[config.mk]
export PLATFORM = sky130hd
export DESIGN_NAME = uopf_top
export DESIGN_NICKNAME = d
export VERILOG_FILES = /design/src/hdl/uopf_pkg.sv /design/src/hdl/uopf_top.sv /design/src/hdl/uopf_sync.sv /design/src/hdl/uopf_timer.sv
export SDC_FILE = /design/constraint.sdc
export NUM_CORES = 1
export LEC_CHECK = 0
export ABC_AREA = 1
export BUFFER_PORTS_ARGS = -buffer_cell sky130_fd_sc_hd__buf_2
export CORE_MARGIN = 2
export CORE_UTILIZATION = 37
export CTS_CLUSTER_DIAMETER = 150
export DETAILED_ROUTE_END_ITERATION = 10
export PLACE_DENSITY_LB_ADDON = 0.15
export SLEW_MARGIN = 5
export SYNTH_ARGS = -nofsm -noshare
export SYNTH_HDL_FRONTEND = slang
export SYNTH_SLANG_ARGS = --single-unit
[constraint.sdc]
create_clock -name aclk -period 1.7 [get_ports aclk]
set_input_delay 0.34 -clock aclk [delete_from_list [all_inputs] [get_ports aclk]]
set_output_delay 0.34 -clock aclk [all_outputs]
set_load 0.05 [all_outputs]
[src/hdl/uopf_pkg.sv]
package uopf_pkg;
    // register byte offsets
    localparam logic [3:0]  OFF_POWER_CONTROL   = 4'h0;
    localparam logic [3:0]  OFF_INTERRUPT_FLAGS = 4'h4;
    localparam logic [3:0]  OFF_BUS_EVENT_CTRL  = 4'h8;
    // power control fields
    localparam int          PWR_ENABLE_BIT      = 0;
    localparam int          PWR_SUSPEND_BIT     = 1;
    localparam int          PWR_BUSY_BIT        = 3;
    localparam int          PWR_GUARD_BIT       = 4;
    localparam int          PWR_PENDING_BIT     = 7;
    // interrupt flag positions
    localparam int          FLAG_BUS_RESET      = 0;
    localparam int          FLAG_ERROR          = 1;
    localparam int          FLAG_FRAME_START    = 2;
    localparam int          FLAG_TOKEN_DONE     = 3;
    localparam int          FLAG_IDLE           = 4;
    localparam int          FLAG_RESUME         = 5;
    localparam int          FLAG_ATTACH         = 6;
    localparam int          FLAG_STALL          = 7;
    localparam int          FLAG_COUNT          = 8;
    // bus event control fields
    localparam int          CTRL_HOST_BIT       = 0;
    localparam logic [7:0]  FLAGS_RESET         = 8'h00;
    // timing
    localparam int          CLK_MHZ             = 100;
    localparam int          K_STATE_NS          = 2500;
    localparam int          IDLE_ATTACH_NS      = 2500;
    localparam int          IDLE_MS             = 3;
    localparam int          K_STATE_CYCLES      = (K_STATE_NS * CLK_MHZ + 999) / 1000;
    localparam int          ATTACH_CYCLES       = (IDLE_ATTACH_NS * CLK_MHZ + 999) / 1000;
    localparam int          IDLE_CYCLES         = IDLE_MS * 1000 * CLK_MHZ;
    localparam int          BUSY_DRAIN_CYCLES   = 4;
endpackage : uopf_pkg

[src/hdl/uopf_top.sv]
`timescale 1ns/1ns
module uopf_top (
    input  wire logic        aclk,
    input  wire logic        aresetn,
    // axi4-lite slave
    input  wire logic [3:0]  s_axi_awaddr,
    input  wire logic        s_axi_awvalid,
    output logic             s_axi_awready,
    input  wire logic [31:0] s_axi_wdata,
    input  wire logic [3:0]  s_axi_wstrb,
    input  wire logic        s_axi_wvalid,
    output logic             s_axi_wready,
    output logic [1:0]       s_axi_bresp,
    output logic             s_axi_bvalid,
    input  wire logic        s_axi_bready,
    input  wire logic [3:0]  s_axi_araddr,
    input  wire logic        s_axi_arvalid,
    output logic             s_axi_arready,
    output logic [31:0]      s_axi_rdata,
    output logic [1:0]       s_axi_rresp,
    output logic             s_axi_rvalid,
    input  wire logic        s_axi_rready,
    // bus line state pins
    input  wire logic        line_k_state,
    input  wire logic        line_se0,
    input  wire logic        line_idle,
    input  wire logic        line_activity,
    // events from the protocol engine, same clock
    input  wire logic        stall_event,
    input  wire logic        token_done_event,
    input  wire logic        sof_event,
    input  wire logic        bus_reset_event,
    input  wire logic        detach_event,
    input  wire logic        attach_seen,
    input  wire logic [7:0]  error_conditions,
    input  wire logic [7:0]  error_interrupt_enable_reg,
    input  wire logic        engine_active,
    input  wire logic        activity_notified,
    // outputs
    output logic             status_fifo_advance,
    output logic             usb_clk_gate_en,
    output logic             xcvr_low_power,
    output logic             pins_owned,
    output logic             analog_enable,
    output logic             sleep_block,
    output logic [7:0]       flags_out
);
    typedef enum logic [2:0] {
        UOPF_OFF   = 3'b001,
        UOPF_ON    = 3'b010,
        UOPF_DRAIN = 3'b100
    } uopf_state_t;

    uopf_state_t state_reg;
    uopf_state_t state_next;
    logic [2:0]  drain_reg;
    logic        enable_reg;
    logic        suspend_reg;
    logic        guard_reg;
    logic        pending_reg;
    logic        host_reg;
    logic [7:0]  flags_reg;
    logic [7:0]  flags_next;
    logic [7:0]  set_vec;
    logic [7:0]  clr_vec;
    logic        aw_got_reg;
    logic        w_got_reg;
    logic [3:0]  awaddr_reg;
    logic [31:0] wdata_reg;
    logic [3:0]  wstrb_reg;
    logic        k_s;
    logic        se0_s;
    logic        idle_s;
    logic        act_s;
    logic        act_d_reg;
    logic        k_done;
    logic        idle_done;
    logic        quiet_done;
    logic        k_done_d_reg;
    logic        idle_done_d_reg;
    logic        attach_d_reg;
    logic        busy;

    function automatic logic hit(input logic [3:0] a, input logic [3:0] off);
        hit = (a[3:2] == off[3:2]);
    endfunction : hit

    uopf_sync #(.W(4)) u_sync (
        .aclk    (aclk),
        .aresetn (aresetn),
        .d       ({line_k_state, line_se0, line_idle, line_activity}),
        .q       ({k_s, se0_s, idle_s, act_s})
    );

    uopf_timer #(.LIMIT(uopf_pkg::K_STATE_CYCLES)) u_k_timer (
        .aclk    (aclk),
        .aresetn (aresetn),
        .cond    (k_s),
        .done    (k_done)
    );

    uopf_timer #(.LIMIT(uopf_pkg::IDLE_CYCLES)) u_idle_timer (
        .aclk    (aclk),
        .aresetn (aresetn),
        .cond    (idle_s),
        .done    (idle_done)
    );

    uopf_timer #(.LIMIT(uopf_pkg::ATTACH_CYCLES)) u_quiet_timer (
        .aclk    (aclk),
        .aresetn (aresetn),
        .cond    (!act_s),
        .done    (quiet_done)
    );

    // axi write: address and data taken in either order, response after both
    wire wr_fire = aw_got_reg && w_got_reg && !s_axi_bvalid;
    wire wr_pwr  = wr_fire && hit(awaddr_reg, uopf_pkg::OFF_POWER_CONTROL) && wstrb_reg[0];
    wire wr_flg  = wr_fire && hit(awaddr_reg, uopf_pkg::OFF_INTERRUPT_FLAGS) && wstrb_reg[0];
    wire wr_ctl  = wr_fire && hit(awaddr_reg, uopf_pkg::OFF_BUS_EVENT_CTRL) && wstrb_reg[0];
    wire wr_bad  = awaddr_reg[3:2] == 2'b11;
    wire rd_bad  = s_axi_araddr[3:2] == 2'b11;

    assign s_axi_awready = !aw_got_reg;
    assign s_axi_wready  = !w_got_reg;
    assign s_axi_arready = !s_axi_rvalid;

    // busy while running, draining after disable, or while engine_active is high
    assign busy = (state_reg != UOPF_OFF) || engine_active;

    wire attach_ok = host_reg && quiet_done && !se0_s && attach_seen;
    wire bit0_ev   = host_reg ? detach_event : bus_reset_event;
    wire err_ev    = |(error_conditions & error_interrupt_enable_reg);

    assign set_vec = enable_reg ? {stall_event,
                                   attach_ok && !attach_d_reg,
                                   k_done && !k_done_d_reg,
                                   idle_done && !idle_done_d_reg,
                                   token_done_event,
                                   sof_event,
                                   err_ev,
                                   bit0_ev} : 8'h00;
    assign clr_vec    = wr_flg ? wdata_reg[7:0] : 8'h00;
    // set wins over clear; zeros in the write leave flags alone
    assign flags_next = (flags_reg & ~clr_vec) | set_vec;
    assign status_fifo_advance = clr_vec[uopf_pkg::FLAG_TOKEN_DONE]
                                 && flags_reg[uopf_pkg::FLAG_TOKEN_DONE];

    assign usb_clk_gate_en = enable_reg && !suspend_reg;
    assign xcvr_low_power  = suspend_reg || !enable_reg;
    assign pins_owned      = enable_reg;
    assign analog_enable   = enable_reg;
    assign sleep_block     = guard_reg && (act_s || pending_reg);
    assign flags_out       = flags_reg;

    always_comb
    begin
        state_next = state_reg;
        case (state_reg)
            UOPF_OFF:   if (enable_reg) state_next = UOPF_ON;
            UOPF_ON:    if (!enable_reg) state_next = UOPF_DRAIN;
            UOPF_DRAIN: if (enable_reg) state_next = UOPF_ON;
                        else if (drain_reg == 3'(uopf_pkg::BUSY_DRAIN_CYCLES))
                            state_next = UOPF_OFF;
            default:    state_next = UOPF_OFF;
        endcase
    end

    always_ff @(posedge aclk)
    begin
        if (!aresetn)
        begin
            state_reg <= UOPF_OFF;
            drain_reg <= 3'h0;
        end
        else
        begin
            state_reg <= state_next;
            drain_reg <= (state_reg == UOPF_DRAIN) ? drain_reg + 3'h1 : 3'h0;
        end
    end

    always_ff @(posedge aclk)
    begin
        if (!aresetn)
        begin
            aw_got_reg <= 1'b0;
            w_got_reg  <= 1'b0;
            awaddr_reg <= 4'h0;
            wdata_reg  <= 32'h0;
            wstrb_reg  <= 4'h0;
            s_axi_bvalid <= 1'b0;
            s_axi_bresp  <= 2'h0;
        end
        else
        begin
            if (s_axi_awvalid && s_axi_awready)
            begin
                aw_got_reg <= 1'b1;
                awaddr_reg <= s_axi_awaddr;
            end
            if (s_axi_wvalid && s_axi_wready)
            begin
                w_got_reg <= 1'b1;
                wdata_reg <= s_axi_wdata;
                wstrb_reg <= s_axi_wstrb;
            end
            if (wr_fire)
            begin
                s_axi_bvalid <= 1'b1;
                s_axi_bresp  <= wr_bad ? 2'h2 : 2'h0;
            end
            else if (s_axi_bvalid && s_axi_bready)
            begin
                s_axi_bvalid <= 1'b0;
                aw_got_reg   <= 1'b0;
                w_got_reg    <= 1'b0;
            end
        end
    end

    always_ff @(posedge aclk)
    begin
        if (!aresetn)
        begin
            enable_reg  <= 1'b0;
            suspend_reg <= 1'b0;
            guard_reg   <= 1'b0;
            host_reg    <= 1'b0;
            pending_reg <= 1'b0;
            flags_reg   <= uopf_pkg::FLAGS_RESET;
            act_d_reg   <= 1'b0;
            k_done_d_reg    <= 1'b0;
            idle_done_d_reg <= 1'b0;
            attach_d_reg    <= 1'b0;
        end
        else
        begin
            if (wr_pwr)
            begin
                enable_reg  <= wdata_reg[uopf_pkg::PWR_ENABLE_BIT];
                suspend_reg <= wdata_reg[uopf_pkg::PWR_SUSPEND_BIT];
                guard_reg   <= wdata_reg[uopf_pkg::PWR_GUARD_BIT];
            end
            if (wr_ctl)
                host_reg <= wdata_reg[uopf_pkg::CTRL_HOST_BIT];
            // new activity edge sets; notification clears; writes never touch it
            if (enable_reg && act_s && !act_d_reg)
                pending_reg <= 1'b1;
            else if (activity_notified)
                pending_reg <= 1'b0;
            flags_reg       <= flags_next;
            act_d_reg       <= act_s;
            k_done_d_reg    <= k_done;
            idle_done_d_reg <= idle_done;
            attach_d_reg    <= attach_ok;
        end
    end

    wire [7:0] pwr_rd = {pending_reg, 2'b00, guard_reg, busy, 1'b0, suspend_reg, enable_reg};
    wire [7:0] rd_lo  = hit(s_axi_araddr, uopf_pkg::OFF_POWER_CONTROL)   ? pwr_rd :
                        hit(s_axi_araddr, uopf_pkg::OFF_INTERRUPT_FLAGS) ? flags_reg :
                        hit(s_axi_araddr, uopf_pkg::OFF_BUS_EVENT_CTRL)  ? {7'h0, host_reg} :
                        8'h00;

    always_ff @(posedge aclk)
    begin
        if (!aresetn)
        begin
            s_axi_rvalid <= 1'b0;
            s_axi_rdata  <= 32'h0;
            s_axi_rresp  <= 2'h0;
        end
        else if (s_axi_arvalid && s_axi_arready)
        begin
            s_axi_rvalid <= 1'b1;
            s_axi_rdata  <= {24'h0, rd_lo};
            s_axi_rresp  <= rd_bad ? 2'h2 : 2'h0;
        end
        else if (s_axi_rready)
            s_axi_rvalid <= 1'b0;
    end
endmodule : uopf_top

[src/hdl/uopf_sync.sv]
`timescale 1ns/1ns
// two-stage synchroniser for pin-level inputs
module uopf_sync #(
    parameter int W = 1
) (
    input  wire logic         aclk,
    input  wire logic         aresetn,
    input  wire logic [W-1:0] d,
    output logic      [W-1:0] q
);
    logic [W-1:0] meta_reg;

    always_ff @(posedge aclk)
    begin
        if (!aresetn)
        begin
            meta_reg <= '0;
            q        <= '0;
        end
        else
        begin
            meta_reg <= d;
            q        <= meta_reg;
        end
    end
endmodule : uopf_sync

[src/hdl/uopf_timer.sv]
`timescale 1ns/1ns
// counts cycles while cond holds; done is a level once the count is reached
module uopf_timer #(
    parameter int LIMIT = 4
) (
    input  wire logic aclk,
    input  wire logic aresetn,
    input  wire logic cond,
    output logic      done
);
    localparam int CW = $clog2(LIMIT + 1);
    localparam logic [CW-1:0] LIM = CW'(LIMIT);
    logic [CW-1:0] cnt_reg;

    assign done = (cnt_reg == LIM);

    always_ff @(posedge aclk)
    begin
        if (!aresetn || !cond)
            cnt_reg <= '0;
        else if (!done)
            cnt_reg <= cnt_reg + CW'(1);
    end
endmodule : uopf_timer

==> impl_summary.log <==
[metrics] worst voltage drop across the vdd grid: 0.532 mV
[metrics] Iter 0 DRT Violations: 221
[metrics] proportion of synthesized chip area in sequential cells: 42.5%
[metrics] horizontal die dimension: 112 um
[metrics] first-pass GRT wire length: 15800 um
[metrics] total congestion overflow after global routing: 0
[metrics] DRC violation count after routing: 0
[metrics] CTS Buffer Depth: 2
[metrics] WL/cell: 11.4 um
[metrics] layout cells sized above 1: 21.1%
[metrics] dominant combinational cell family by area after synthesis: simple AND/OR/NAND/NOR gates
[metrics] Worst R2R End: u_idle_timer.cnt_reg[14]
[metrics] fraction of the cycle the final worst path needs: 99.3%
[metrics] Layout Skew: 0.00728 ns
[metrics] synthesized netlist cell count: 590
[metrics] fraction of post-synthesis cell area in the top cell type by area: 42.5%
[metrics] Worst Hold Launch: line_idle
[metrics] number of max-cap violations: 0
[metrics] number of antenna violations at the first check in global routing: 0
[metrics] Max Slew Vio Count: 0
[metrics] Hold Slack: 0.186 ns
[metrics] fraction of the mapped netlist area in adder cells: 2.33%
[metrics] cell depth of the worst flop-to-flop path: 8
[metrics] cell area after synthesis: 0.00429 sq mm
[metrics] data arrival time of the critical path: 1.35 ns
[metrics] slew margin rel.: 62.3%
[metrics] starting utilization of the core area: 37.7%
[metrics] clock root buffer: sky130_fd_sc_hd__clkbuf_16
[metrics] number of storage elements in the synthesis netlist: 91
[metrics] row count: 39
[metrics] crit path from: aw_got_reg
[metrics] share of cell area taken by muxes after synthesis: 0%
[metrics] total clock sinks: 91
[metrics] TritonCTS clock tree: yes
[metrics] post-synthesis share of cell area spent on and, or, nand and nor gates: 28.4%
[metrics] share of the synthesized netlist area taken by xor and xnor gates: 0.817%
[metrics] via count: 3779
[metrics] Total Wirelength: 9420 um
[metrics] vias in the first global route: 3424
[metrics] outcome: completed
[metrics] final core occ: 45.0%
[metrics] leakage dissipation: 2.21 nW
[metrics] port buffer count: 76
[metrics] area growth from synthesis to layout: 19.4%
[metrics] global-route usage over all layers: 15.5%
[metrics] clock input transition at the sequential cells of the worst setup and hold paths: 0.07 ns
[metrics] type of the setup path with the least slack: reg2out
[metrics] unrepaired setup endpoints after global routing: yes
[metrics] insertion delay to the later sink of the worst-skew pair: 0.34 ns
[metrics] post-synthesis cell type with the largest combined area: sky130_fd_sc_hd__dfxtp_1
[metrics] Final Net Count: 763
[metrics] global placement routability congestion: 0.821
[metrics] Placeable Area: 0.0114 sq mm
[metrics] die area: 0.0125 sq mm
[metrics] maximum number of pins on one net before global-route repair: 21
[metrics] slew at the pin closest to its max-slew limit: 0.566 ns
[metrics] Synth area leaders: sky130_fd_sc_hd__dfxtp_1 42%, sky130_fd_sc_hd__nand2_1 10%, sky130_fd_sc_hd__inv_1 6.7%
[metrics] Max FO, Critical Path: 2
[metrics] Largest register FFs: 19
[metrics] complex-gate fraction of the synthesized area: 12.7%
[metrics] floorplan die height: 112 um
[metrics] via density per instance: 4.59
[metrics] Crit Reg-Reg Startpoint: u_idle_timer.cnt_reg[1]
[metrics] area occupied by registers: 0.00183 sq mm
[metrics] Hold Crit Class: in2reg
[metrics] CTS Buf Count: 9
[metrics] cell-by-cell trace of the critical path: nand2_2, nor2_4, nand3_2, nor3b_4, buf_6
[metrics] post-detail-place hpwl: 7120 um
[metrics] required time reported for the critical path endpoint: 1.36 ns
[metrics] Final Setup Violations: 0
[metrics] Ant. Diodes: 0
[metrics] setup slack of the worst register-to-register path: 0.25 ns
[metrics] standard cell with the maximum stage delay on the critical path: sky130_fd_sc_hd__dfxtp_2
[metrics] Max H-tree Level: 3
[metrics] time the final worst path needs with I/O delays and setup: 1.69 ns
[metrics] 1st-pass router iterations: 4
[metrics] maximum achievable frequency: 592 MHz
[metrics] total I/O pin count: 134
[metrics] number of routed nets with antenna violations: 0
[metrics] number of warnings reported in the yosys synthesis log: 0
[metrics] syn avg cell area: 7.27 sq um
[metrics] Hold EP: u_sync.meta_reg[1]
[metrics] delay of the slowest cell on the worst path: 0.34 ns
[metrics] number of library cell types mapped by synthesis: 37
[metrics] multi-input logic area: 0.00203 sq mm
[metrics] power per unit of standard cell area: 966 mW/mm^2
[metrics] worst hold path cell count: 3
[metrics] Critical Path Sink Type: primary output
[metrics] number of fill cells: 1161
[metrics] launching element type of the critical path: flip-flop
[metrics] number of failing hold endpoints at the final stage: 0
## cells in the final DEF (no fill, tap or decap), types with 3 or more instances in the layout
master and instances:
sky130_fd_sc_hd__nor2_4 8, sky130_fd_sc_hd__nand4_1 8, sky130_fd_sc_hd__o21ai_0 40, sky130_fd_sc_hd__ha_1 8
sky130_fd_sc_hd__nand3_1 30, sky130_fd_sc_hd__conb_1 26, sky130_fd_sc_hd__inv_1 76, sky130_fd_sc_hd__nand2_2 7
sky130_fd_sc_hd__nand2_1 115, sky130_fd_sc_hd__or2_0 4, sky130_fd_sc_hd__nand3b_1 4, sky130_fd_sc_hd__dfxtp_1 86
sky130_fd_sc_hd__clkbuf_16 9, sky130_fd_sc_hd__a21oi_1 50, sky130_fd_sc_hd__inv_2 5, sky130_fd_sc_hd__nor2_2 7
sky130_fd_sc_hd__dfxtp_2 5, sky130_fd_sc_hd__a22oi_1 3, sky130_fd_sc_hd__nor2_1 65, sky130_fd_sc_hd__nor3_1 4
sky130_fd_sc_hd__buf_4 12, sky130_fd_sc_hd__buf_2 75, sky130_fd_sc_hd__a31oi_1 4
## worst max-delay path by stage
stage	end	slack, ns	depth (start not counted)
floorplan	xcvr_low_power	-0.03	4
global placement	status_fifo_advance	0.11	5
detailed placement	status_fifo_advance	0.10	5
CTS	status_fifo_advance	0.002	5
global route	status_fifo_advance	-0.06	5
finish	status_fifo_advance	0.01	5
## area by class of cell
class,count,area share [%]
Clock buffer,11,4.74
Sequential cell,91,35.7
Tap cell,143,3.49
Timing Repair Buffer,88,9.31
Inverter,81,5.94
Multi-Input combinational cell,405,39.6
Clock inverter,5,1.20
## worst max-delay path, delay by kind of cell (launching register included)
| kind | cells | cell delay, ns |
|---|---|---|
| buf+inv | 1 | 0.18 |
| flops | 1 | 0.34 |
| simple gates | 4 | 0.49 |
## report_power, final
group / internal, mW / switching, mW
sequential: 2.22 / 0.0607
combinational: 0.184 / 0.453
clock: 1.19 / 0.844
## per-layer routing
metal | global-route usage (%) | part of all wire [%] | vias up
met5 | 0 | 0 | -
met4 | 6.42 | 1.4 | 0
met3 | 2.83 | 4.0 | 7
met2 | 24.6 | 46 | 84
met1 | 20.8 | 49 | 1691
li1 | - | - | 1997
## metrics by stage
stage               instance area [sq um]  setup TNS (ns)  power [mW]  setup slack (ns)  instances
floorplan                            4400         -0.0272        2.84           -0.0272        615
global placement                     4760               0        2.93             0.114        804
detailed placement                   4760               0        2.94             0.102        804
CTS                                  5120               0        5.01           0.00205        824
global route                         5120         -0.0587        5.19           -0.0587        824
finish                               5120               0        4.95            0.0114        824
## Yosys cell counts, drive strengths merged
library cell and instances:
buf 33, o21ai 42, dfxtp 91, a21oi 50, nand4 8, a31oi 4, inv 81, nor3b 3
and2 2, o21bai 1, clkbuf 5, a41oi 1, nor4 2, nor2 80, a22oi 3, xor2 2
nand2 123, nand3 32, ha 8, nand3b 4, conb 1, or2 6, a221oi 1, nor3 4
o21a 1, xnor2 2
## cell families after synthesis
logic type	count (synthesis)
flops	91
buf+inv	119
compound gates	103
xor+xnor	4
fa+ha+maj	8
simple gates	264
other cells	1
## repair_timing
action                     in CTS  in global routing
setup buffers                   4                  0
setup endpoints to repair       1                  1
gates resized for setup         8                  1
pin swaps                       2                  2
hold buffers                    0                  0
Note: power is estimated with default switching activity, not from simulation.
